**config.mk**
```make
export PLATFORM = sky130hd
export DESIGN_NAME = adc_mode_pd_ctrl
export DESIGN_NICKNAME = d
export VERILOG_FILES = /design/src/adc_ctrl_pkg.sv /design/src/seq_if.sv /design/src/pin_sync.sv /design/src/conv_seq.sv /design/src/adc_mode_pd_ctrl.sv
export VERILOG_INCLUDE_DIRS = /design/src
export SDC_FILE = /design/constraint.sdc
export NUM_CORES = 1
export LEC_CHECK = 0
export ABC_AREA = 1
export ABC_CLOCK_PERIOD_IN_PS = 3800
export BUFFER_PORTS_ARGS = -buffer_cell sky130_fd_sc_hd__buf_2
export CAP_MARGIN = 20
export CORE_ASPECT_RATIO = 0.5
export CORE_UTILIZATION = 60
export DETAILED_ROUTE_END_ITERATION = 12
export HOLD_SLACK_MARGIN = 0.03
export PLACE_DENSITY_LB_ADDON = 0.3
export SKIP_LAST_GASP = 1
export SLEW_MARGIN = 20
export SYNTH_ARGS = -nofsm -noshare
export SYNTH_HDL_FRONTEND = slang
export SYNTH_SLANG_ARGS = --single-unit
```
**constraint.sdc**
```tcl
create_clock -name pclk -period 3.8 [get_ports pclk]
set_input_delay 0.95 -clock pclk [delete_from_list [all_inputs] [get_ports pclk]]
set_output_delay 0.95 -clock pclk [all_outputs]
set_load 0.01 [all_outputs]
```
**src/adc_ctrl_map.svh**
```systemverilog
`ifndef ADC_CTRL_MAP_SVH
`define ADC_CTRL_MAP_SVH
// register byte offsets
`define CFG_OFS 8'h00
`define STAT_OFS 8'h04
`define RES_OFS 8'h08
`define SEL_OFS 8'h0c
// configuration byte fields
`define CFG_ADDR_LSB 0
`define CFG_DIFFERENTIAL_SELECT_BIT_BIT 3
`define CFG_BIP_BIT 4
`define CFG_INH_BIT 5
`define CFG_PD_BIT 6
`define CFG_EN_BIT 7
// status word fields
`define STAT_BUSY_BIT 0
`define STAT_PD_BIT 1
`define STAT_REF_BIT 2
`define STAT_MODE_LSB 3
`define STAT_VSS_BIT 5
// reset values
`define RST_BYTE 8'h00
`define RST_NIB 4'h0
`define RST_WORD 32'h0000_0000
`define RST_PTR 3'h0
`define RST_CNT 17'h0_0000
// strapped channel sets
`define HW_SE8_MASK 8'hff
`define HW_DIFF4_MASK 8'h55
// timing
`define PCLK_MHZ 25
`define REF_INT_SETTLE_MS 5
`define REF_EXT_SETTLE_US 50
`define REF_EXT_CYCLES 17'(`REF_EXT_SETTLE_US * `PCLK_MHZ)
`define CONV_EDGES_PER_CH 5'(9 * 2)
`endif

```
**src/adc_ctrl_pkg.sv**
```systemverilog
package adc_ctrl_pkg;
   // how the conversion type is chosen
   typedef enum logic [1:0] {MODE_REG, MODE_SE8, MODE_DIFF4} strap_mode_t;
   typedef enum logic [1:0] {SEQ_IDLE, SEQ_RUN} seq_phase_t;
   typedef struct packed {
      logic [4:0] s1;
      logic [4:0] s2;
      logic [4:0] s3;
      logic [4:0] stable;
      logic rise;
   } sync_state_t;
   typedef struct packed {
      seq_phase_t st;
      logic [7:0] rem;
      logic [2:0] ch;
      logic [4:0] cnt;
      logic store;
      logic done;
   } seq_state_t;
   typedef struct packed {
      logic [7:0] cfg_en;
      logic [7:0] cfg_differential_select_bit;
      logic [7:0] cfg_bip;
      logic [3:0] pol;
      logic [7:0] act_differential_select_bit;
      logic [7:0] act_bip;
      logic [7:0] conv_mask;
      logic [7:0] conv_differential_select_bit;
      logic [7:0] conv_bip;
      logic [3:0] conv_pol;
      logic pd;
      logic [7:0] last_cfg;
      logic [2:0] rd_ptr;
      logic [7:0][7:0] mem;
      logic busy_n;
      logic start;
      logic sample_all;
      logic [2:0] mux_pos;
      logic [2:0] mux_neg;
      logic mux_neg_gnd;
      logic mux_bip;
      logic [31:0] prdata;
      logic pslverr;
      logic [16:0] settle_cnt;
      logic ref_ready;
   } ctrl_state_t;
endpackage

```
**src/seq_if.sv**
```systemverilog
`timescale 1ns/100ps
`default_nettype none
interface seq_if;
   logic start;
   logic [7:0] mask;
   logic conv_edge;
   logic [2:0] ch;
   logic store;
   logic done;
   logic busy;
   modport ctrl (output start, mask, conv_edge, input ch, store, done, busy);
   modport seq (input start, mask, conv_edge, output ch, store, done, busy);
endinterface
`default_nettype wire

```
**src/pin_sync.sv**
```systemverilog
`timescale 1ns/100ps
`default_nettype none
module pin_sync (
   input wire logic pclk,
   input wire logic presetn,
   input wire logic [4:0] pins_async,
   output logic [4:0] pins_stable,
   output logic conv_rise
);
   import adc_ctrl_pkg::*;
   sync_state_t s_r, s_nxt;
   ////////////////////////////////////////////////////////////////////////
   // three stages; a change counts only when stages two and three agree
   always_comb begin
      s_nxt = s_r;
      s_nxt.s1 = pins_async;
      s_nxt.s2 = s_r.s1;
      s_nxt.s3 = s_r.s2;
      s_nxt.rise = 1'b0;
      for (int i = 0; i < 5; i++) begin
         if (s_r.s2[i] == s_r.s3[i]) begin
            s_nxt.stable[i] = s_r.s3[i];
         end
      end
      // conversion clock pin is bit 4
      s_nxt.rise = (s_r.s2[4] == s_r.s3[4]) && s_r.s3[4] && !s_r.stable[4];
   end
   always_ff @(posedge pclk or negedge presetn) begin
      if (!presetn) begin
         s_r <= '0;
      end else begin
         s_r <= s_nxt;
      end
   end
   assign pins_stable = s_r.stable;
   assign conv_rise = s_r.rise;
endmodule
`default_nettype wire

```
**src/conv_seq.sv**
```systemverilog
`timescale 1ns/100ps
`default_nettype none
`include "adc_ctrl_map.svh"
module conv_seq (
   input wire logic pclk,
   input wire logic presetn,
   seq_if.seq bus
);
   import adc_ctrl_pkg::*;
   seq_state_t s_r, s_nxt;
   logic [7:0] left;

   function automatic logic [2:0] lowest(input logic [7:0] m);
      logic [2:0] r;
      r = 3'h0;
      for (int i = 7; i >= 0; i--) begin
         if (m[i]) begin
            r = 3'(i);
         end
      end
      return r;
   endfunction
   ////////////////////////////////////////////////////////////////////////
   // walk selected channels upward, one slot of conversion edges each
   always_comb begin
      s_nxt = s_r;
      s_nxt.store = 1'b0;
      s_nxt.done = 1'b0;
      left = s_r.rem & ~(8'h01 << s_r.ch);
      unique case (s_r.st)
         SEQ_IDLE: begin
            if (bus.start) begin
               s_nxt.rem = bus.mask;
               s_nxt.ch = lowest(bus.mask);
               s_nxt.cnt = 5'h00;
               if (bus.mask == 8'h00) begin
                  s_nxt.done = 1'b1;
               end else begin
                  s_nxt.st = SEQ_RUN;
               end
            end
         end
         SEQ_RUN: begin
            // first partial period before edge one is the start uncertainty
            if (bus.conv_edge) begin
               s_nxt.cnt = 5'(s_r.cnt + 5'h01);
               if (s_r.cnt == 5'(`CONV_EDGES_PER_CH - 5'h01)) begin
                  s_nxt.store = 1'b1;
                  s_nxt.cnt = 5'h00;
                  s_nxt.rem = left;
                  s_nxt.ch = lowest(left);
                  if (left == 8'h00) begin
                     s_nxt.done = 1'b1;
                     s_nxt.st = SEQ_IDLE;
                     s_nxt.ch = s_r.ch;
                  end
               end
            end
         end
      endcase
   end
   always_ff @(posedge pclk or negedge presetn) begin
      if (!presetn) begin
         s_r <= '0;
      end else begin
         s_r <= s_nxt;
      end
   end
   // store names the channel that just finished
   assign bus.ch = s_r.store ? s_nxt.ch : s_r.ch;
   assign bus.store = s_nxt.store;
   assign bus.done = s_r.done;
   assign bus.busy = (s_r.st == SEQ_RUN);
   ////////////////////////////////////////////////////////////////////////
   // helper: edges seen in the current conversion
   logic [7:0] edges_h;
   logic [7:0] mask_h;
   always_ff @(posedge pclk or negedge presetn) begin
      if (!presetn) begin
         edges_h <= 8'h00;
         mask_h <= 8'h00;
      end else if (bus.start && s_r.st == SEQ_IDLE) begin
         edges_h <= 8'h00;
         mask_h <= bus.mask;
      end else if (bus.conv_edge && s_r.st == SEQ_RUN) begin
         edges_h <= 8'(edges_h + 8'h01);
      end
   end
endmodule
`default_nettype wire

```
**src/adc_mode_pd_ctrl.sv**
```systemverilog
// Overview of operation
// - floating strap means register sets conversion type
// - strap low gives eight single-ended channels
// - strap high gives four differential pairs
// - in register mode, writing power-down bit one powers down
// - powered down still takes writes, keeps contents
// - powered down returns no results, starts nothing
// - power-down change acts on loading write
// - reference off in power-down; host waits settling
// - eighteen conversion clocks per selected channel
// - total includes one clock of start uncertainty
// - address lsb swaps differential pair polarity
// - polarity swap applies to same write's conversion
// - negative unipolar differential input reads zero
// - address 001 differential_select_bit bip selects pair one-zero
// - all channels sampled together at start
// - in register mode, conversion starts only when inhibit bit zero
// - busy low during conversion, high once stored
`timescale 1ns/100ps
`default_nettype none
`include "adc_ctrl_map.svh"
module adc_mode_pd_ctrl #(
   parameter logic [16:0] REF_INT_CYCLES =
      17'(`REF_INT_SETTLE_MS * 1000 * `PCLK_MHZ)
) (
   input wire logic pclk,
   input wire logic presetn,
   input wire logic psel,
   input wire logic penable,
   input wire logic pwrite,
   input wire logic [7:0] paddr,
   input wire logic [31:0] pwdata,
   output logic [31:0] prdata,
   output logic pready,
   output logic pslverr,
   input wire logic mode_strap_level,
   input wire logic mode_strap_float,
   input wire logic vss_negative,
   input wire logic conv_clk_pin,
   input wire logic ref_external,
   input wire logic [8:0] adc_code,
   output logic busy_n,
   output logic sample_all,
   output logic internal_reference_output_en,
   output logic powered_down,
   output logic [2:0] mux_pos,
   output logic [2:0] mux_neg,
   output logic mux_neg_gnd,
   output logic mux_bipolar
);
   import adc_ctrl_pkg::*;
   ctrl_state_t s_r, s_nxt;
   logic [4:0] pins_stable;
   logic conv_rise;
   strap_mode_t strap;
   logic vss_neg;
   logic ref_ext;
   logic setup;
   logic access;
   logic wr_cfg;
   seq_if sif ();

   ////////////////////////////////////////////////////////////////////////
   // pins are foreign to pclk; all pass the three-stage filter
   pin_sync u_sync (
      .pclk(pclk),
      .presetn(presetn),
      .pins_async({conv_clk_pin, ref_external, vss_negative,
                   mode_strap_float, mode_strap_level}),
      .pins_stable(pins_stable),
      .conv_rise(conv_rise)
   );
   conv_seq u_seq (
      .pclk(pclk),
      .presetn(presetn),
      .bus(sif.seq)
   );
   assign sif.start = s_r.start;
   assign sif.mask = s_r.conv_mask;
   assign sif.conv_edge = conv_rise;
   ////////////////////////////////////////////////////////////////////////
   // strap decode
   always_comb begin
      if (pins_stable[1]) begin
         strap = MODE_REG;
      end else if (pins_stable[0]) begin
         strap = MODE_DIFF4;
      end else begin
         strap = MODE_SE8;
      end
   end
   assign vss_neg = pins_stable[2];
   assign ref_ext = pins_stable[3];
   // next selected channel after p, wrapping round
   function automatic logic [2:0] next_sel(input logic [7:0] m,
                                           input logic [2:0] p);
      logic [2:0] r;
      logic f;
      r = p;
      f = 1'b0;
      for (int i = 1; i <= 8; i++) begin
         if (!f && m[3'(p + 3'(i))]) begin
            r = 3'(p + 3'(i));
            f = 1'b1;
         end
      end
      return r;
   endfunction
   function automatic logic addr_ok(input logic [7:0] a);
      return a == `CFG_OFS || a == `STAT_OFS || a == `RES_OFS ||
             a == `SEL_OFS;
   endfunction
   assign setup = psel && !penable;
   assign access = psel && penable;
   assign wr_cfg = access && pwrite && paddr == `CFG_OFS;
   ////////////////////////////////////////////////////////////////////////
   // whole next state in one place
   always_comb begin
      logic [2:0] ca;
      logic [2:0] ev;
      logic [2:0] od;
      logic go;
      logic [2:0] c;
      ca = pwdata[`CFG_ADDR_LSB +: 3];
      ev = {ca[2:1], 1'b0};
      od = {ca[2:1], 1'b1};
      go = 1'b0;
      c = sif.ch;
      s_nxt = s_r;
      s_nxt.start = 1'b0;
      s_nxt.sample_all = 1'b0;
      // configuration write, taken at the end of the access phase
      if (wr_cfg) begin
         if (strap == MODE_REG) begin
            s_nxt.last_cfg = pwdata[7:0];
            if (pwdata[`CFG_DIFFERENTIAL_SELECT_BIT_BIT]) begin
               s_nxt.cfg_en[ev] = pwdata[`CFG_EN_BIT];
               s_nxt.cfg_en[od] = 1'b0;
               s_nxt.cfg_differential_select_bit[ev] = 1'b1;
               s_nxt.cfg_differential_select_bit[od] = 1'b0;
               s_nxt.cfg_bip[ev] = pwdata[`CFG_BIP_BIT];
               s_nxt.pol[ca[2:1]] = ca[0];
            end else begin
               s_nxt.cfg_en[ca] = pwdata[`CFG_EN_BIT];
               s_nxt.cfg_differential_select_bit[ca] = 1'b0;
               s_nxt.cfg_bip[ca] = pwdata[`CFG_BIP_BIT];
            end
            s_nxt.pd = pwdata[`CFG_PD_BIT];
            if (pwdata[`CFG_INH_BIT]) begin
               s_nxt.rd_ptr = ca;
            end
            go = !pwdata[`CFG_INH_BIT];
         end else begin
            go = 1'b1;
         end
      end
      // a new start is ignored while powered down or still converting
      if (go && !s_nxt.pd && s_r.busy_n) begin
         s_nxt.start = 1'b1;
         s_nxt.sample_all = 1'b1;
         s_nxt.busy_n = 1'b0;
         if (strap == MODE_REG) begin
            // type bits lag one conversion, polarity does not
            s_nxt.conv_mask = s_nxt.cfg_en;
            s_nxt.conv_differential_select_bit = s_r.act_differential_select_bit;
            s_nxt.conv_bip = s_r.act_bip;
            s_nxt.conv_pol = s_nxt.pol;
            s_nxt.act_differential_select_bit = s_nxt.cfg_differential_select_bit;
            s_nxt.act_bip = s_nxt.cfg_bip;
         end else begin
            s_nxt.conv_mask = (strap == MODE_SE8) ? `HW_SE8_MASK
                                                  : `HW_DIFF4_MASK;
            s_nxt.conv_differential_select_bit = (strap == MODE_SE8) ? 8'h00 : `HW_DIFF4_MASK;
            s_nxt.conv_bip = {8{vss_neg}};
            s_nxt.conv_pol = `RST_NIB;
         end
         s_nxt.rd_ptr = next_sel(s_nxt.conv_mask, 3'h7);
      end
      // result store; unipolar clamps negative differences to zero
      if (sif.store) begin
         if (s_r.conv_bip[c]) begin
            s_nxt.mem[c] = adc_code[8:1];
         end else begin
            s_nxt.mem[c] = adc_code[8] ? 8'h00 : adc_code[7:0];
         end
      end
      if (sif.done) begin
         s_nxt.busy_n = 1'b1;
      end
      // analog mux follows the channel being converted
      s_nxt.mux_bip = s_r.conv_bip[c];
      if (s_r.conv_differential_select_bit[c]) begin
         s_nxt.mux_pos = {c[2:1], s_r.conv_pol[c[2:1]]};
         s_nxt.mux_neg = {c[2:1], !s_r.conv_pol[c[2:1]]};
         s_nxt.mux_neg_gnd = 1'b0;
      end else begin
         s_nxt.mux_pos = c;
         s_nxt.mux_neg = 3'h0;
         s_nxt.mux_neg_gnd = 1'b1;
      end
      // reference settling; host must not convert before ready
      if (s_nxt.pd) begin
         s_nxt.settle_cnt = `RST_CNT;
         s_nxt.ref_ready = 1'b0;
      end else if (!s_r.ref_ready) begin
         if (s_r.settle_cnt >= (ref_ext ? `REF_EXT_CYCLES
                                        : REF_INT_CYCLES)) begin
            s_nxt.ref_ready = 1'b1;
         end else begin
            s_nxt.settle_cnt = 17'(s_r.settle_cnt + 17'h0_0001);
         end
      end
      // read data is prepared in the setup cycle
      if (setup) begin
         s_nxt.prdata = `RST_WORD;
         s_nxt.pslverr = !addr_ok(paddr) || (pwrite && paddr != `CFG_OFS);
         if (!pwrite) begin
            unique case (paddr)
               `CFG_OFS: s_nxt.prdata = {24'h00_0000, s_r.last_cfg};
               `STAT_OFS: begin
                  s_nxt.prdata[`STAT_BUSY_BIT] = !s_r.busy_n;
                  s_nxt.prdata[`STAT_PD_BIT] = s_r.pd;
                  s_nxt.prdata[`STAT_REF_BIT] = s_r.ref_ready;
                  s_nxt.prdata[`STAT_MODE_LSB +: 2] = strap;
                  s_nxt.prdata[`STAT_VSS_BIT] = vss_neg;
               end
               `RES_OFS: begin
                  if (!s_r.pd) begin
                     s_nxt.prdata = {24'h00_0000, s_r.mem[s_r.rd_ptr]};
                  end
               end
               `SEL_OFS: s_nxt.prdata = {24'h00_0000, s_r.conv_mask};
               default: s_nxt.prdata = `RST_WORD;
            endcase
         end
      end
      // each result read while powered up steps to the next selected channel
      if (access && !pwrite && paddr == `RES_OFS && !s_r.pd) begin
         s_nxt.rd_ptr = next_sel(s_r.conv_mask, s_r.rd_ptr);
      end
   end
   always_ff @(posedge pclk or negedge presetn) begin
      if (!presetn) begin
         s_r <= '0;
         s_r.busy_n <= 1'b1;
      end else begin
         s_r <= s_nxt;
      end
   end
   ////////////////////////////////////////////////////////////////////////
   // outputs
   assign prdata = s_r.prdata;
   assign pready = 1'b1;
   assign pslverr = s_r.pslverr;
   assign busy_n = s_r.busy_n;
   assign sample_all = s_r.sample_all;
   assign internal_reference_output_en = !s_r.pd;
   assign powered_down = s_r.pd;
   assign mux_pos = s_r.mux_pos;
   assign mux_neg = s_r.mux_neg;
   assign mux_neg_gnd = s_r.mux_neg_gnd;
   assign mux_bipolar = s_r.mux_bip;
endmodule
`default_nettype wire

```
# Yosys cells after proc, flatten, opt, wreduce, memory -nomap -nowiden
# Cells that the tools add are included.
[totals] in_bits=59 regBits=251 elab_cells=325 out_inout_bits=46
[classes] n_eq_ne=20 mux=145 n_addsub=9 n_bitwise=8 shift=1 reduce_logical=75 order_cmp=20
[op_table] operator="64-bit bitwise mux" n=2
[op_table] operator="3-bit 2-to-1 mux" n=38
[op_table] operator="28-bit 2-to-1 mux" n=4
[op_table] operator="26-bit case mux with 3 select lines" n=1
[op_table] operator="64-bit 2-to-1 mux" n=1
[op_table] operator="18-bit 2-to-1 mux" n=3
[op_table] operator="1-bit 2-to-1 mux" n=51
[op_table] operator="3-bit by 4-bit < comparator with 1-bit output (second input constant)" n=12
[op_table] operator="20-bit 2-to-1 mux" n=2
[op_table] operator="8-bit 2-to-1 mux" n=5
[op_table] operator="18-bit case mux with 2 select lines" n=1
[op_table] operator="17-bit 2-to-1 mux" n=2
[op_table] operator="8-bit AND" n=4
[op_table] operator="8-bit bitwise mux" n=4
[op_table] operator="32-bit 2-to-1 mux" n=1
[op_table] operator="1-bit logical AND" n=31
[op_table] operator="1-bit binary-select mux with 3-bit select" n=10
[op_table] operator="8-bit binary-select mux with 3-bit select" n=1
[op_table] operator="8-bit demux with 3-bit select" n=1
[op_table] operator="8-bit logical NOT" n=3
[op_table] operator="12-bit 2-to-1 mux" n=2
[op_table] operator="24-bit 2-to-1 mux" n=1
[op_table] operator="8-bit NOT" n=3
[op_table] operator="6-bit case mux with 4 select lines" n=1
[op_table] operator="other kinds (37)" n=94

# Logic depth before layout (Yosys ltp)
# Gate-level depths: netlist (run 1).
[depth] depth_word=42 depth_mapped=22 mapped_depth_nobuf=22

# By module
# Synthesis (run 1) repeated with hierarchy kept, for this count alone.
[unflattened] hier_cells=1448 hier_area_um2=11788.8
[modules_own_cells] module="adc_mode_pd_ctrl" cells_per_inst=1235 area_each_um2=9945.8 seq_area_each_um2=4630.7 instances=1
[modules_own_cells] module="conv_seq" cells_per_inst=165 area_each_um2=1182.4 seq_area_each_um2=475.5 instances=1
[modules_own_cells] module="pin_sync" cells_per_inst=48 area_each_um2=660.6 seq_area_each_um2=525.5 instances=1

# Least setup slack after synthesis (run 1)
# Ideal clock, no wire load.
[synth_path] path_type="input to register" from="input port paddr[1]" to="register s_r[126] (netlist name)" arrival_ns=2.704 path_slack_ns=0.975 setup_ns=0.120 path_buffers=0 stages=16 t_required_ns=3.680 path_cell_list="nor2_1 -> nand2_1 -> nor2_4 -> nand2_2 -> nor2_4 -> nand3_1 -> nand3_1 -> o21ai_0 -> nor3_2 -> nand2_1 -> nand2_1 -> inv_1 -> nand3_1 -> nand3_1 -> nand2_1 -> nand2_1"
[synth_between] elab_chain_len=36 word_cells_on_any_way=57 classes_between="eq/ne: 3; mux: 29; reduce/logical: 25"
[synth_lines] element="start: declaration" line="adc_mode_pd_ctrl.sv:31" source="input wire logic [7:0] paddr,"
[synth_lines] element="8-bit logical NOT"
[synth_lines] element="1-bit logical AND (no line)"
[synth_lines] element="28-bit 2-to-1 mux" line="adc_mode_pd_ctrl.sv:133" source="if (wr_cfg) begin"
[synth_lines] element="28-bit 2-to-1 mux" line="adc_mode_pd_ctrl.sv:162" source="if (strap == MODE_REG) begin"
[synth_lines] element="28-bit 2-to-1 mux" line="adc_mode_pd_ctrl.sv:158" source="if (go && !s_nxt.pd && s_r.busy_n) begin"
[synth_lines] element="1-bit 2-to-1 mux" line="adc_mode_pd_ctrl.sv:102" source="if (!f && m[3'(p + 3'(i))]) begin"
[synth_lines] element="1-bit 2-to-1 mux" line="adc_mode_pd_ctrl.sv:158"
[synth_lines] element="1-bit logical NOT" line="adc_mode_pd_ctrl.sv:102"
[synth_lines] element="[20 not listed]"
[synth_lines] element="1-bit logical AND" line="adc_mode_pd_ctrl.sv:102"
[synth_lines] element="1-bit 2-to-1 mux" line="adc_mode_pd_ctrl.sv:102"
[synth_lines] element="1-bit 2-to-1 mux" line="adc_mode_pd_ctrl.sv:158"
[synth_lines] element="1-bit logical NOT" line="adc_mode_pd_ctrl.sv:102"
[synth_lines] element="1-bit logical AND" line="adc_mode_pd_ctrl.sv:102"
[synth_lines] element="3-bit 2-to-1 mux" line="adc_mode_pd_ctrl.sv:102"
[synth_lines] element="3-bit 2-to-1 mux" line="adc_mode_pd_ctrl.sv:158"
[synth_lines] element="3-bit 2-to-1 mux" line="adc_mode_pd_ctrl.sv:238" source="if (access && !pwrite && paddr == `RES_OFS && !s_r.pd) begin"
[synth_lines] element="end signal: assignment" line="adc_mode_pd_ctrl.sv:247" source="s_r <= s_nxt;"
[synth_lines] element="end: declaration" line="adc_mode_pd_ctrl.sv:52" source="ctrl_state_t s_r, s_nxt;"
# Several ways; a longest one is shown, not always the timed one. The select of a mux whose other input is x is not followed.
# A chain may end at the register's enable or synchronous reset.

# Worst setup path in the final report (run 1)
[layout_path] from="register s_r[127] (netlist name)" to="register s_r[126] (netlist name)"
[layout_between] elab_chain_len=33 word_cells_on_any_way=62 classes_between="add/sub: 7; eq/ne: 2; mux: 38; reduce/logical: 15"
[layout_lines] element="3-bit by 1-bit adder with 3-bit output" line="adc_mode_pd_ctrl.sv:102"
[layout_lines] element="1-bit binary-select mux with 3-bit select" line="adc_mode_pd_ctrl.sv:102"
[layout_lines] element="1-bit 2-to-1 mux (implied by the code)" line="adc_mode_pd_ctrl.sv:102"
[layout_lines] element="1-bit 2-to-1 mux" line="adc_mode_pd_ctrl.sv:102"
[layout_lines] element="1-bit 2-to-1 mux" line="adc_mode_pd_ctrl.sv:238"
[layout_lines] element="1-bit logical NOT" line="adc_mode_pd_ctrl.sv:102"
[layout_lines] element="1-bit logical AND" line="adc_mode_pd_ctrl.sv:102"
[layout_lines] element="1-bit 2-to-1 mux" line="adc_mode_pd_ctrl.sv:102"
[layout_lines] element="[17 not listed]"
[layout_lines] element="1-bit logical NOT" line="adc_mode_pd_ctrl.sv:102"
[layout_lines] element="1-bit logical AND" line="adc_mode_pd_ctrl.sv:102"
[layout_lines] element="1-bit 2-to-1 mux" line="adc_mode_pd_ctrl.sv:102"
[layout_lines] element="1-bit 2-to-1 mux" line="adc_mode_pd_ctrl.sv:238"
[layout_lines] element="1-bit logical NOT" line="adc_mode_pd_ctrl.sv:102"
[layout_lines] element="1-bit logical AND" line="adc_mode_pd_ctrl.sv:102"
[layout_lines] element="2-bit != test (no line)"
[layout_lines] element="5-bit AND reduction (no line)"
# Several ways; a longest one is shown, not always the timed one. The select of a mux whose other input is x is not followed.

==> flow_summary.ini, run 1 <==
[status]
status = complete, no violations

[floorplanning]
initial_utilization_pct = 62.4
io_pins = 105
chipWidth_um = 200
die_area_sq_um = 20100
placement_rows = 35
die_h_um = 101
core_region_area_sq_um = 18800

[global_routing]
antenna_found_initial = 0
grt_first_pass_wirelength_um = 48700
overall_overflow_remaining_after_global_route = 0
first_global_vias = 9720
gr-usage-all-layers_pct = 30.9
grt_max_degree = 80

[route]
via_count = 10300
detail_route.drc_violations = 0
drt_pre_antenna_iters = 6
ant_nets = 0
detail_route.wirelength_um = 29700
drt-initial-drc-count = 1056
detailed_route_wire_length_per_cell_um = 16.7
route.detailed.vias_per_inst = 5.81

[clock_tree]
cts_tree = yes
postCtsHoldBufs = 0
clock_path_buffers = 3
cts_htree_levels = 1
cts_resized = 0
clk_latency_ns = 0.51
cts_sinks = 225
buffers_inserted_by_post_cts_timing_repair = 0
clk_pin_slew_ns = 0.07
cts.root.buffer_cell = sky130_fd_sc_hd__clkbuf_16
tritoncts.num_buffers = 21

[critical_path]
startpoint = s_r[127]$_DFFE_PN0P_
crit_cells = 17
reg2reg_depth = 17
rrSetupSlack_ns = 0.71
worst_setup_path_start_kind = flop
critical_path.top_delay_family = simple AND/OR/NAND/NOR gates
crit_path_max_fanout = 11
cp-endpoint = s_r[126]$_DFFE_PN0P_
cpMaxStageDelayCell = sky130_fd_sc_hd__dfrtp_1
critPathMaxStageDelay_ns = 0.60
crit_top_cell = sky130_fd_sc_hd__nand2_1
critical_path_class = reg2reg
critical_path_arrival_ns = 3.49
critical_path.reg2reg.startpoint = s_r[127]$_DFFE_PN0P_
worst_ep_required_time_ns = 4.20
setup.worst_path.end_class = flop
critical_path.n_buffers_inverters = 4
worstPathCellList = inv_2 -> ha_1 -> inv_1 -> o21ai_0 -> nand2_1 -> o21ai_0 -> inv_1 -> nor2_1 -> nand3_1 -> inv_1 -> nor2_1 -> nand2_1 -> nor2_1 -> nor2_2 -> nand2_1 -> o21ai_0 -> nand2_1
regToRegEndpoint = s_r[126]$_DFFE_PN0P_

[power_and_ir_drop]
p_sw_mw = 1.09
power.ir.vdd_worst_uv = 284
seqPwrFrac_pct = 51.9
p_leak_nw = 6.13
p_sw_share_pct = 23.4
share_clk_of_total_power_pct = 43.8
cell_internal_pwr_mw = 3.58
powerDensity_nw_per_um2 = 364
p_comb_share_pct = 4.3
finalPower_mw = 4.67

[sta]
finalSetupViolations = 0
setup_total_negative_slack_ns = 0
grt_setup_unrepaired = no
post-route-min-period_ns = 3.09
final_clock_skew_ns = 0.00983
finalHoldViolations = 0
slew-limit-headroom_pct = 44.0
hold_ws_ns = 0.348
tightestPinTransition_ns = 0.832
layout_worst_path_cycle_share_pct = 81.4
fmax_ghz = 0.323
final_max_slew_viol_count = 0

[placement]
placement.io_buffers = 55
place.detailed.hpwl_um = 21200
gpl.final_weighted_congestion = 0.952
placedCellCount = 1741

[logic_synthesis]
yosys_warnings = 0
post_synth.cell_area_avg_sq_um = 8.09
yosys_most_used_dff = sky130_fd_sc_hd__dfrtp_1
synthTopCellsByArea = sky130_fd_sc_hd__dfrtp_1 (48%), sky130_fd_sc_hd__nand2_1 (12%), sky130_fd_sc_hd__nand3_1 (5.3%)
synth-edff-count = 0
fraction_of_synthesized_cell_area_taken_by_the_top_area_cell_type_pct = 47.8
number_of_synthesized_register_bits = 225
synth_top_area_cell = sky130_fd_sc_hd__dfrtp_1
syn-instance-count = 1450
top_cell_types_by_occurrence_after_synthesis = sky130_fd_sc_hd__nand2_1 (386), sky130_fd_sc_hd__dfrtp_1 (224), sky130_fd_sc_hd__inv_1 (147)
count_leader_synth = sky130_fd_sc_hd__nand2_1
yosysSeqAreaShare_pct = 48.0
async_flop_share_pct = 100
post_synth_num_cell_types = 57
netlist_area_sq_um = 11700

[finish]
layout.cells.non_filler = 1775
layout-area-overhead-vs-synth_pct = 9.43
fin_util_pct = 68.3
number_of_nets_in_the_finished_design = 1580
n_antenna_cell = 0
post_route_cells_drive_above_1_share_pct = 12.0

[job]
cap_violations = 0

[hold_path]
timing.hold.worst.class = reg2reg
## sequential cells by signal, indices dropped and copies added, names as in the netlist, 3 cells and up
register / flops
s_r: 157
u_seq.s_r: 18
u_sync.s_nxt: 10
prdata: 8
sif.mask: 8
u_sync.pins_stable: 5
u_sync.s_r: 5
mux_neg: 3
mux_pos: 3
## worst min-delay path by stage
stage                          startpoint                    endpoint  slack, ns  depth (start not counted)
2_1_floorplan  u_sync.s_nxt[15]$_DFF_PN0_  u_sync.s_nxt[10]$_DFF_PN0_       0.33                          0
3_3_place_gp   u_sync.s_nxt[15]$_DFF_PN0_  u_sync.s_nxt[10]$_DFF_PN0_       0.33                          0
3_5_place_dp   u_sync.s_nxt[15]$_DFF_PN0_  u_sync.s_nxt[10]$_DFF_PN0_       0.34                          0
4_1_cts        u_sync.s_nxt[15]$_DFF_PN0_  u_sync.s_nxt[10]$_DFF_PN0_       0.35                          0
5_1_grt        u_sync.s_nxt[11]$_DFF_PN0_   u_sync.s_nxt[6]$_DFF_PN0_       0.35                          0
6_report       u_sync.s_nxt[15]$_DFF_PN0_  u_sync.s_nxt[10]$_DFF_PN0_       0.35                          0
## area by class of cell
| cell class | count | area, sq um |
|---|---|---|
| Clock inverter | 6 | 47.5 |
| Tap cell | 259 | 324 |
| Clock buffer | 28 | 602 |
| Timing Repair Buffer | 75 | 460 |
| Fill cell | 1531 | 5950 |
| Multi-Input combinational cell | 1016 | 5150 |
| Inverter | 166 | 623 |
| Sequential cell | 225 | 5630 |
## power groups by stage
stage / sequential, mW / clock, mW / combinational (mW)
final: 2.42 / 2.05 / 0.201
after global routing: 2.42 / 2.17 / 0.227
after CTS: 2.42 / 2.07 / 0.202
after detailed placement: 2.47 / 0 / 0.201
after global placement: 2.47 / 0 / 0.195
after floorplan: 2.47 / 0 / 0.111
## worst register-to-register path: cells and delay by family (launching register included)
kind,cells,cell delay (ns)
AO/OA/AOI/OAI,3,0.59
adder cells (fa/ha/maj),1,0.45
buffers and inverters,4,0.48
flip-flops,1,0.60
AND/OR/NAND/NOR,9,0.87
## cell families (layout without fill, tap and decap cells)
| group | after synthesis | count (layout) | share of synthesized area, % |
|---|---|---|---|
| compound gates | 259 | 259 | 13.3 |
| other cells | 2 | 25 | 0.0640 |
| xor+xnor | 6 | 6 | 0.448 |
| simple gates | 703 | 703 | 27.0 |
| buf+inv | 232 | 275 | 8.84 |
| fa+ha+maj | 20 | 20 | 2.05 |
| mux | 3 | 3 | 0.267 |
| flops | 225 | 225 | 48.0 |
## routing by layer
layer  global-route usage (%)  up-vias  wire [um]
met4                     9.81        0        809
li1                         -     4833          -
met1                     43.1     5001      12900
met3                     5.59       68       2330
met5                        0        -          0
met2                     49.3      407      13700
## cells in the final DEF (no fill, tap or decap), drive strengths merged, types with 3 or more instances in the layout
cell     Yosys  layout
a21oi       31      31
a221oi       4       4
a22o         5       5
a22oi        4       4
a31oi        6       6
buf         47      75
clkbuf      19      28
clkinv       4       8
conb         2      25
dfrtp      224     224
ha          16      16
inv        162     163
maj3         4       4
nand2      411     411
nand3      131     131
nand4       13      13
nor2       123     123
nor3        14      14
nor4         7       7
o2111ai      7       7
o211ai      19      19
o21a        17      17
o21ai      130     130
o221ai       4       4
o22ai       18      18
o31ai        3       3
or2          3       3
xor2         4       4
## per-stage QoR
stage | instance area (sq um) | setup slack, ns
floorplan | 11800 | 0.975
global placement | 12200 | 0.480
detailed placement | 12200 | 0.426
CTS | 12800 | 0.715
global route | 12800 | 0.364
finish | 12800 | 0.707
Note: power is estimated with default switching activity, not from simulation.
==> run 2: changes to the inputs <==
--- a/config.mk
+++ b/config.mk
@@ -7,11 +7,11 @@
 export NUM_CORES = 1
 export LEC_CHECK = 0
 export ABC_AREA = 1
-export ABC_CLOCK_PERIOD_IN_PS = 3800
+export ABC_CLOCK_PERIOD_IN_PS = 2600
 export BUFFER_PORTS_ARGS = -buffer_cell sky130_fd_sc_hd__buf_2
 export CAP_MARGIN = 20
 export CORE_ASPECT_RATIO = 0.5
-export CORE_UTILIZATION = 60
+export CORE_UTILIZATION = 54
 export DETAILED_ROUTE_END_ITERATION = 12
 export HOLD_SLACK_MARGIN = 0.03
 export PLACE_DENSITY_LB_ADDON = 0.3
==> constraint.sdc (replaced) <==
create_clock -name pclk -period 2.6 [get_ports pclk]
set_input_delay 0.65 -clock pclk [delete_from_list [all_inputs] [get_ports pclk]]
set_output_delay 0.65 -clock pclk [all_outputs]
set_load 0.01 [all_outputs]
==> run 2 against run 1 <==
Net effect: sequential share of layout area decreased by 4.8 points; the run now ends with negative setup slack left; clock skew increased by 0.012 ns; cell count increased by 11%; first-iteration DRC count decreased by 7.4%; largest power group unchanged; register-to-register slack got worse by 0.82 ns; combinational power increased by 67%; die area increased by 11%; setup slack got worse by 0.82 ns; critical path depth increased by 1.
==> flow_summary.ini, run 2 (synthesis results as in run 1) <==
[critical_path]
worst_setup_path_start_kind = flop
critPathMaxStageDelay_ns = 0.47
critical_path_arrival_ns = 3.10
crit_path_max_fanout = 8
critical_path.top_delay_family = simple AND/OR/NAND/NOR gates
critical_path.n_buffers_inverters = 3
worst_ep_required_time_ns = 2.99
crit_top_cell = sky130_fd_sc_hd__nand2_1
crit_cells = 18
worstPathCellList = buf_4 -> o21ai_2 -> nand2_1 -> nor2_2 -> nand2_1 -> nand2_2 -> a21oi_1 -> nand2_2 -> nand3_4 -> buf_4 -> nand3_1 -> nand3_2 -> nand2_4 -> inv_4 -> nand2_8 -> nand2_8 -> nand3_2 -> nand2_1
cpMaxStageDelayCell = sky130_fd_sc_hd__dfrtp_2
reg2reg_depth = 18
setup.worst_path.end_class = flop
critical_path_class = reg2reg

[floorplanning]
chipWidth_um = 210
io_pins = 105
placement_rows = 37
initial_utilization_pct = 56.1
core_region_area_sq_um = 20900
die_area_sq_um = 22400
die_h_um = 106

[clock_tree]
cts_htree_levels = 1
postCtsHoldBufs = 0
cts_tree = yes
cts.root.buffer_cell = sky130_fd_sc_hd__clkbuf_16
clk_latency_ns = 0.52
clk_pin_slew_ns = 0.07
clock_path_buffers = 3
tritoncts.num_buffers = 21
cts_sinks = 225

[finish]
area.sequential_sq_um = 5630
max_ffs_per_register = 157
final_common_cell = sky130_fd_sc_hd__nand2_1
max_flop_register = s_r
nFillCells = 1668
multi_input_area_sq_um = 5460
n_antenna_cell = 0
number_of_nets_in_the_finished_design = 1732
layout-area-overhead-vs-synth_pct = 23.0
post_route_cells_drive_above_1_share_pct = 23.4
layout.cells.most_common_list = sky130_fd_sc_hd__nand2_1 (377), sky130_fd_sc_hd__dfrtp_1 (222), sky130_fd_sc_hd__buf_4 (158)
fin_util_pct = 68.9

[sta]
final_max_slew_viol_count = 0
layout_worst_path_cycle_share_pct = 104
finalSetupViolations = 64
setup_total_negative_slack_ns = -4.20
slew-limit-headroom_pct = 51.1
final_clock_skew_ns = 0.0219
post-route-min-period_ns = 2.71
tightestPinTransition_ns = 0.726
setup_ws_ns = -0.109
finalHoldViolations = 0
grt_setup_unrepaired = yes
fmax_ghz = 0.369

[route]
via_count = 11000
route.detailed.vias_per_inst = 5.58
drt-initial-drc-count = 978
ant_nets = 0
drt_pre_antenna_iters = 6
detail_route.drc_violations = 0
detailed_route_wire_length_per_cell_um = 16.8
detail_route.wirelength_um = 33100

[global_routing]
overall_overflow_remaining_after_global_route = 0
grt_max_degree = 61
gr-usage-all-layers_pct = 29.6
grt_first_pass_wirelength_um = 52400
first_global_vias = 10500
antenna_found_initial = 0

[placement]
placement.io_buffers = 55
place.detailed.hpwl_um = 23200
gpl.final_weighted_congestion = 0.949

[job]
cap_violations = 0

[power_and_ir_drop]
share_clk_of_total_power_pct = 44.0
p_sw_share_pct = 23.3
finalPower_mw = 6.92
p_leak_nw = 6.94
seqPwrFrac_pct = 51.2
power.ir.vdd_worst_uv = 428
cell_internal_pwr_mw = 5.31
powerDensity_nw_per_um2 = 480
p_sw_mw = 1.61
p_comb_share_pct = 4.8

[status]
status = complete, but fails checks
violations = negative setup slack

[hold_path]
timing.hold.worst.class = in2async
run 2: final cells by class:
| type | instances | share of cell area, % |
|---|---|---|
| multi-input combinational | 1017 | 37.8 |
| tap | 292 | 2.53 |
| inverter | 166 | 4.40 |
| timing repair buffer | 226 | 11.6 |
| sequential | 225 | 39.1 |
| clock buffer | 28 | 4.03 |
| clock inverter | 9 | 0.529 |
run 2: worst reg2reg max path, stage by stage, from the launching register on:
cell and delay [ns]:
sky130_fd_sc_hd__dfrtp_2 0.47, sky130_fd_sc_hd__buf_4 0.16, sky130_fd_sc_hd__o21ai_2 0.13, sky130_fd_sc_hd__nand2_1 0.10
sky130_fd_sc_hd__nor2_2 0.13, sky130_fd_sc_hd__nand2_1 0.09, sky130_fd_sc_hd__nand2_2 0.10, sky130_fd_sc_hd__a21oi_1 0.08
sky130_fd_sc_hd__nand2_2 0.11, sky130_fd_sc_hd__nand3_4 0.09, sky130_fd_sc_hd__buf_4 0.17, sky130_fd_sc_hd__nand3_1 0.08
sky130_fd_sc_hd__nand3_2 0.11, sky130_fd_sc_hd__nand2_4 0.17, sky130_fd_sc_hd__inv_4 0.07, sky130_fd_sc_hd__nand2_8 0.23
sky130_fd_sc_hd__nand2_8 0.13, sky130_fd_sc_hd__nand3_2 0.09, sky130_fd_sc_hd__nand2_1 0.07
run 2: timing repair:
action / in CTS / in global routing
pin swaps: 7 / 37
buffers inserted: 9 / 23
setup endpoints to repair: 69 / 84
resized for setup: 11 / 90
gates cloned: 1 / 0
run 2: through the flow:
stage	hold slack [ns]	cell area (sq um)	instances	setup slack (ns)
after CTS	0.0398	13900	1940	-0.0122
after global placement	0.333	13200	1893	-0.159
final	0.0402	14400	1963	-0.109
after global routing	0.0582	14400	1963	-0.243
after detailed placement	0.340	13200	1893	-0.308
after floorplan	0.331	11800	1473	0.0266
run 2: path summary, 6_finish.rpt:
kind | end | slack [ns] | startpoint
min in group pclk | u_sync.s_nxt[14]$_DFF_PN0_ | 0.23 | ref_external
max in group asynchronous | s_r[84]$_DFFE_PN0P_ | 1.69 | presetn
setup / recovery | s_r[111]$_DFFE_PN0P_ | -0.11 | u_seq.s_r[9]$_DFF_PN0_
hold / removal | s_r[114]$_DFFE_PN0P_ | 0.04 | presetn
setup reg to reg | s_r[111]$_DFFE_PN0P_ | -0.11 | u_seq.s_r[9]$_DFF_PN0_
hold reg to reg | u_sync.s_nxt[9]$_DFF_PN0_ | 0.35 | u_sync.s_nxt[14]$_DFF_PN0_
run 2: power by group through the flow:
stage / Combinational (mW) / Clock [mW] / Sequential (mW)
6_report: 0.335 / 3.04 / 3.54
2_1_floorplan: 0.162 / 0 / 3.61
3_5_place_dp: 0.324 / 0 / 3.61
4_1_cts: 0.327 / 3.08 / 3.54
5_1_grt: 0.376 / 3.22 / 3.54
3_3_place_gp: 0.315 / 0 / 3.61
run 2: metal layers:
metal,track usage [%],share of wire [%],routed length (um),vias up
met4,8.80,2.4,808,0
met5,0,0,0,-
met2,47.4,47,15400,494
met3,6.71,9.4,3090,73
met1,40.3,42,13800,5255
li1,-,-,-,5140
==> run 3: changes to the inputs <==
--- a/config.mk
+++ b/config.mk
@@ -14,6 +14,7 @@
 export CORE_UTILIZATION = 54
 export DETAILED_ROUTE_END_ITERATION = 12
 export HOLD_SLACK_MARGIN = 0.03
+export MAX_ROUTING_LAYER = met4
 export PLACE_DENSITY_LB_ADDON = 0.3
 export SKIP_LAST_GASP = 1
 export SLEW_MARGIN = 20
==> run 3 against run 2 <==
Net effect: the flow still finishes with violations (negative setup slack); flip-flop and latch count unchanged; cell area up 0.47%; utilization up 0.32 points; clock power up 3%; first-iteration DRC count up 5.4%; maximum frequency down 2.0%; via count down 0.82%; count of clock-buffer cells in the layout down 1; setup slack worse by 0.055 ns; critical endpoint is now s_r[95]$_DFFE_PN0P_; largest power group unchanged.
==> flow_summary.ini, run 3 (synthesis results as in run 1) <==
[critical_path]
critical_path_class = reg2reg
critical_path_arrival_ns = 3.17
worst_setup_path_start_kind = flop
rrSetupSlack_ns = -0.16
crit_path_max_fanout = 8
worst_ep_required_time_ns = 3.01
setup.worst_path.end_class = flop

[route]
drt-initial-drc-count = 1031
route.detailed.vias_per_inst = 5.56
via_count = 10900
drt_pre_antenna_iters = 6
detailed_route_wire_length_per_cell_um = 16.8
detail_route.wirelength_um = 32900
ant_nets = 0
detail_route.drc_violations = 0

[global_routing]
grt_max_degree = 54
gr-usage-all-layers_pct = 30.3
antenna_found_initial = 0
first_global_vias = 10300
overall_overflow_remaining_after_global_route = 0
grt_first_pass_wirelength_um = 52000

[clock_tree]
cts_tree = yes
clk_pin_slew_ns = 0.07
tritoncts.num_buffers = 20
cts_htree_levels = 1
cts_sinks = 225
clock_path_buffers = 3
clk_latency_ns = 0.52
cts.root.buffer_cell = sky130_fd_sc_hd__clkbuf_16

[finish]
post_route_cells_drive_above_1_share_pct = 22.9
number_of_nets_in_the_finished_design = 1726
multi_input_area_sq_um = 5520
nFillCells = 1597
max_ffs_per_register = 157
layout-area-overhead-vs-synth_pct = 23.6
n_antenna_cell = 0
layout.cells.non_filler = 1954
final_common_cell = sky130_fd_sc_hd__nand2_1
area.sequential_sq_um = 5630
layout.cells.most_common_list = sky130_fd_sc_hd__nand2_1 (373), sky130_fd_sc_hd__dfrtp_1 (222), sky130_fd_sc_hd__buf_4 (147)
max_flop_register = s_r

[power_and_ir_drop]
powerDensity_nw_per_um2 = 485
finalPower_mw = 7.03
power.ir.vdd_worst_uv = 345
p_leak_nw = 7.00

[sta]
setup_ws_ns = -0.164
slew-limit-headroom_pct = 64.6
finalSetupViolations = 65
final_clock_skew_ns = 0.0138
grt_setup_unrepaired = yes
layout_worst_path_cycle_share_pct = 106
fmax_ghz = 0.362
tightestPinTransition_ns = 0.527
post-route-min-period_ns = 2.76
finalHoldViolations = 0
final_max_slew_viol_count = 0

[status]
status = complete, but fails checks
violations = negative setup slack

[job]
cap_violations = 0

[floorplanning]
die_area_sq_um = 22400
initial_utilization_pct = 56.1
die_h_um = 106
placement_rows = 37
io_pins = 105
chipWidth_um = 210
core_region_area_sq_um = 20900

[placement]
gpl.final_weighted_congestion = 0.964
placedCellCount = 1898
place.detailed.hpwl_um = 23400
placement.io_buffers = 55

[hold_path]
timing.hold.worst.class = in2async
run 3: critical path, cell delays in order (launching register included):
cell and delay, ns:
sky130_fd_sc_hd__dfrtp_1 0.43, sky130_fd_sc_hd__inv_2 0.11, sky130_fd_sc_hd__nand2_2 0.08, sky130_fd_sc_hd__o21ai_2 0.18
sky130_fd_sc_hd__nand2_2 0.10, sky130_fd_sc_hd__nor2_4 0.15, sky130_fd_sc_hd__buf_6 0.11, sky130_fd_sc_hd__o21ai_2 0.05
sky130_fd_sc_hd__nand2_1 0.08, sky130_fd_sc_hd__nand2_2 0.08, sky130_fd_sc_hd__o21ai_0 0.20, sky130_fd_sc_hd__buf_4 0.17
sky130_fd_sc_hd__nor2_4 0.04, sky130_fd_sc_hd__nand3_2 0.08, sky130_fd_sc_hd__nand2_4 0.10, sky130_fd_sc_hd__buf_12 0.14
sky130_fd_sc_hd__nor2_8 0.21, sky130_fd_sc_hd__nand2_4 0.15, sky130_fd_sc_hd__nand3_1 0.12, sky130_fd_sc_hd__nand2_1 0.06
run 3: metal layers:
| metal | share of wire [%] | vias up | GRT usage, % |
|---|---|---|---|
| li1 | - | 5131 | - |
| met1 | 43 | 5248 | 40.3 |
| met2 | 47 | 436 | 48.9 |
| met3 | 8.0 | 57 | 4.87 |
| met4 | 2.0 | 0 | 7.66 |
| met5 | 0 | - | - |
run 3: cell type report:
class                   count  area share, %
clock buffers              27           3.84
clock inverters             6          0.820
inverters                 166           4.33
multi-input cells        1017           38.1
flip-flops and latches    225           38.9
well taps                 292           2.52
repair buffers            221           11.5
run 3: what timing repair did:
item | 4_1_cts | 5_1_grt
pin swaps | 3 | 46
setup buffers | 7 | 14
endpoints found under the setup margin | 64 | 85
cloned | 1 | 1
gates resized for setup | 9 | 95
hold buffers | 0 | 0
run 3: where the power goes:
group | internal, mW | switching [mW] | total (mW)
clock | 1.80 | 1.34 | 3.14
sequential | 3.52 | 0.0174 | 3.54
combinational | 0.107 | 0.238 | 0.345
total | 5.44 | 1.59 | 7.03
run 3: final timing paths:
| check | from | to | depth (start not counted) |
|---|---|---|---|
| max | u_seq.s_r[8]$_DFF_PN0_ | s_r[95]$_DFFE_PN0P_ | 19 |
| min | presetn | mux_bipolar$_DFF_PN0_ | 1 |
| max reg2reg | u_seq.s_r[8]$_DFF_PN0_ | s_r[95]$_DFFE_PN0P_ | 19 |
| min reg2reg | u_sync.s_nxt[14]$_DFF_PN0_ | u_sync.s_nxt[9]$_DFF_PN0_ | 0 |
| max in group asynchronous | presetn | s_r[108]$_DFFE_PN0P_ | 2 |
| min in group pclk | ref_external | u_sync.s_nxt[14]$_DFF_PN0_ | 1 |
run 3: metrics by stage:
| stage | utilization (%) | hold WS, ns | TNS (ns) | setup WS (ns) | area [sq um] |
|---|---|---|---|---|---|
| 6_report | 69.3 | 0.0366 | -7.81 | -0.164 | 14500 |
| 5_1_grt | 69.3 | 0.0663 | -20.61 | -0.350 | 14500 |
| 4_1_cts | 66.8 | 0.0493 | -0.0944 | -0.0263 | 14000 |
| 3_5_place_dp | 63.1 | 0.340 | -2.56 | -0.224 | 13200 |
| 3_3_place_gp | 63.1 | 0.333 | -0.493 | -0.104 | 13200 |
| 2_1_floorplan | - | 0.331 | 0 | 0.0266 | 11800 |
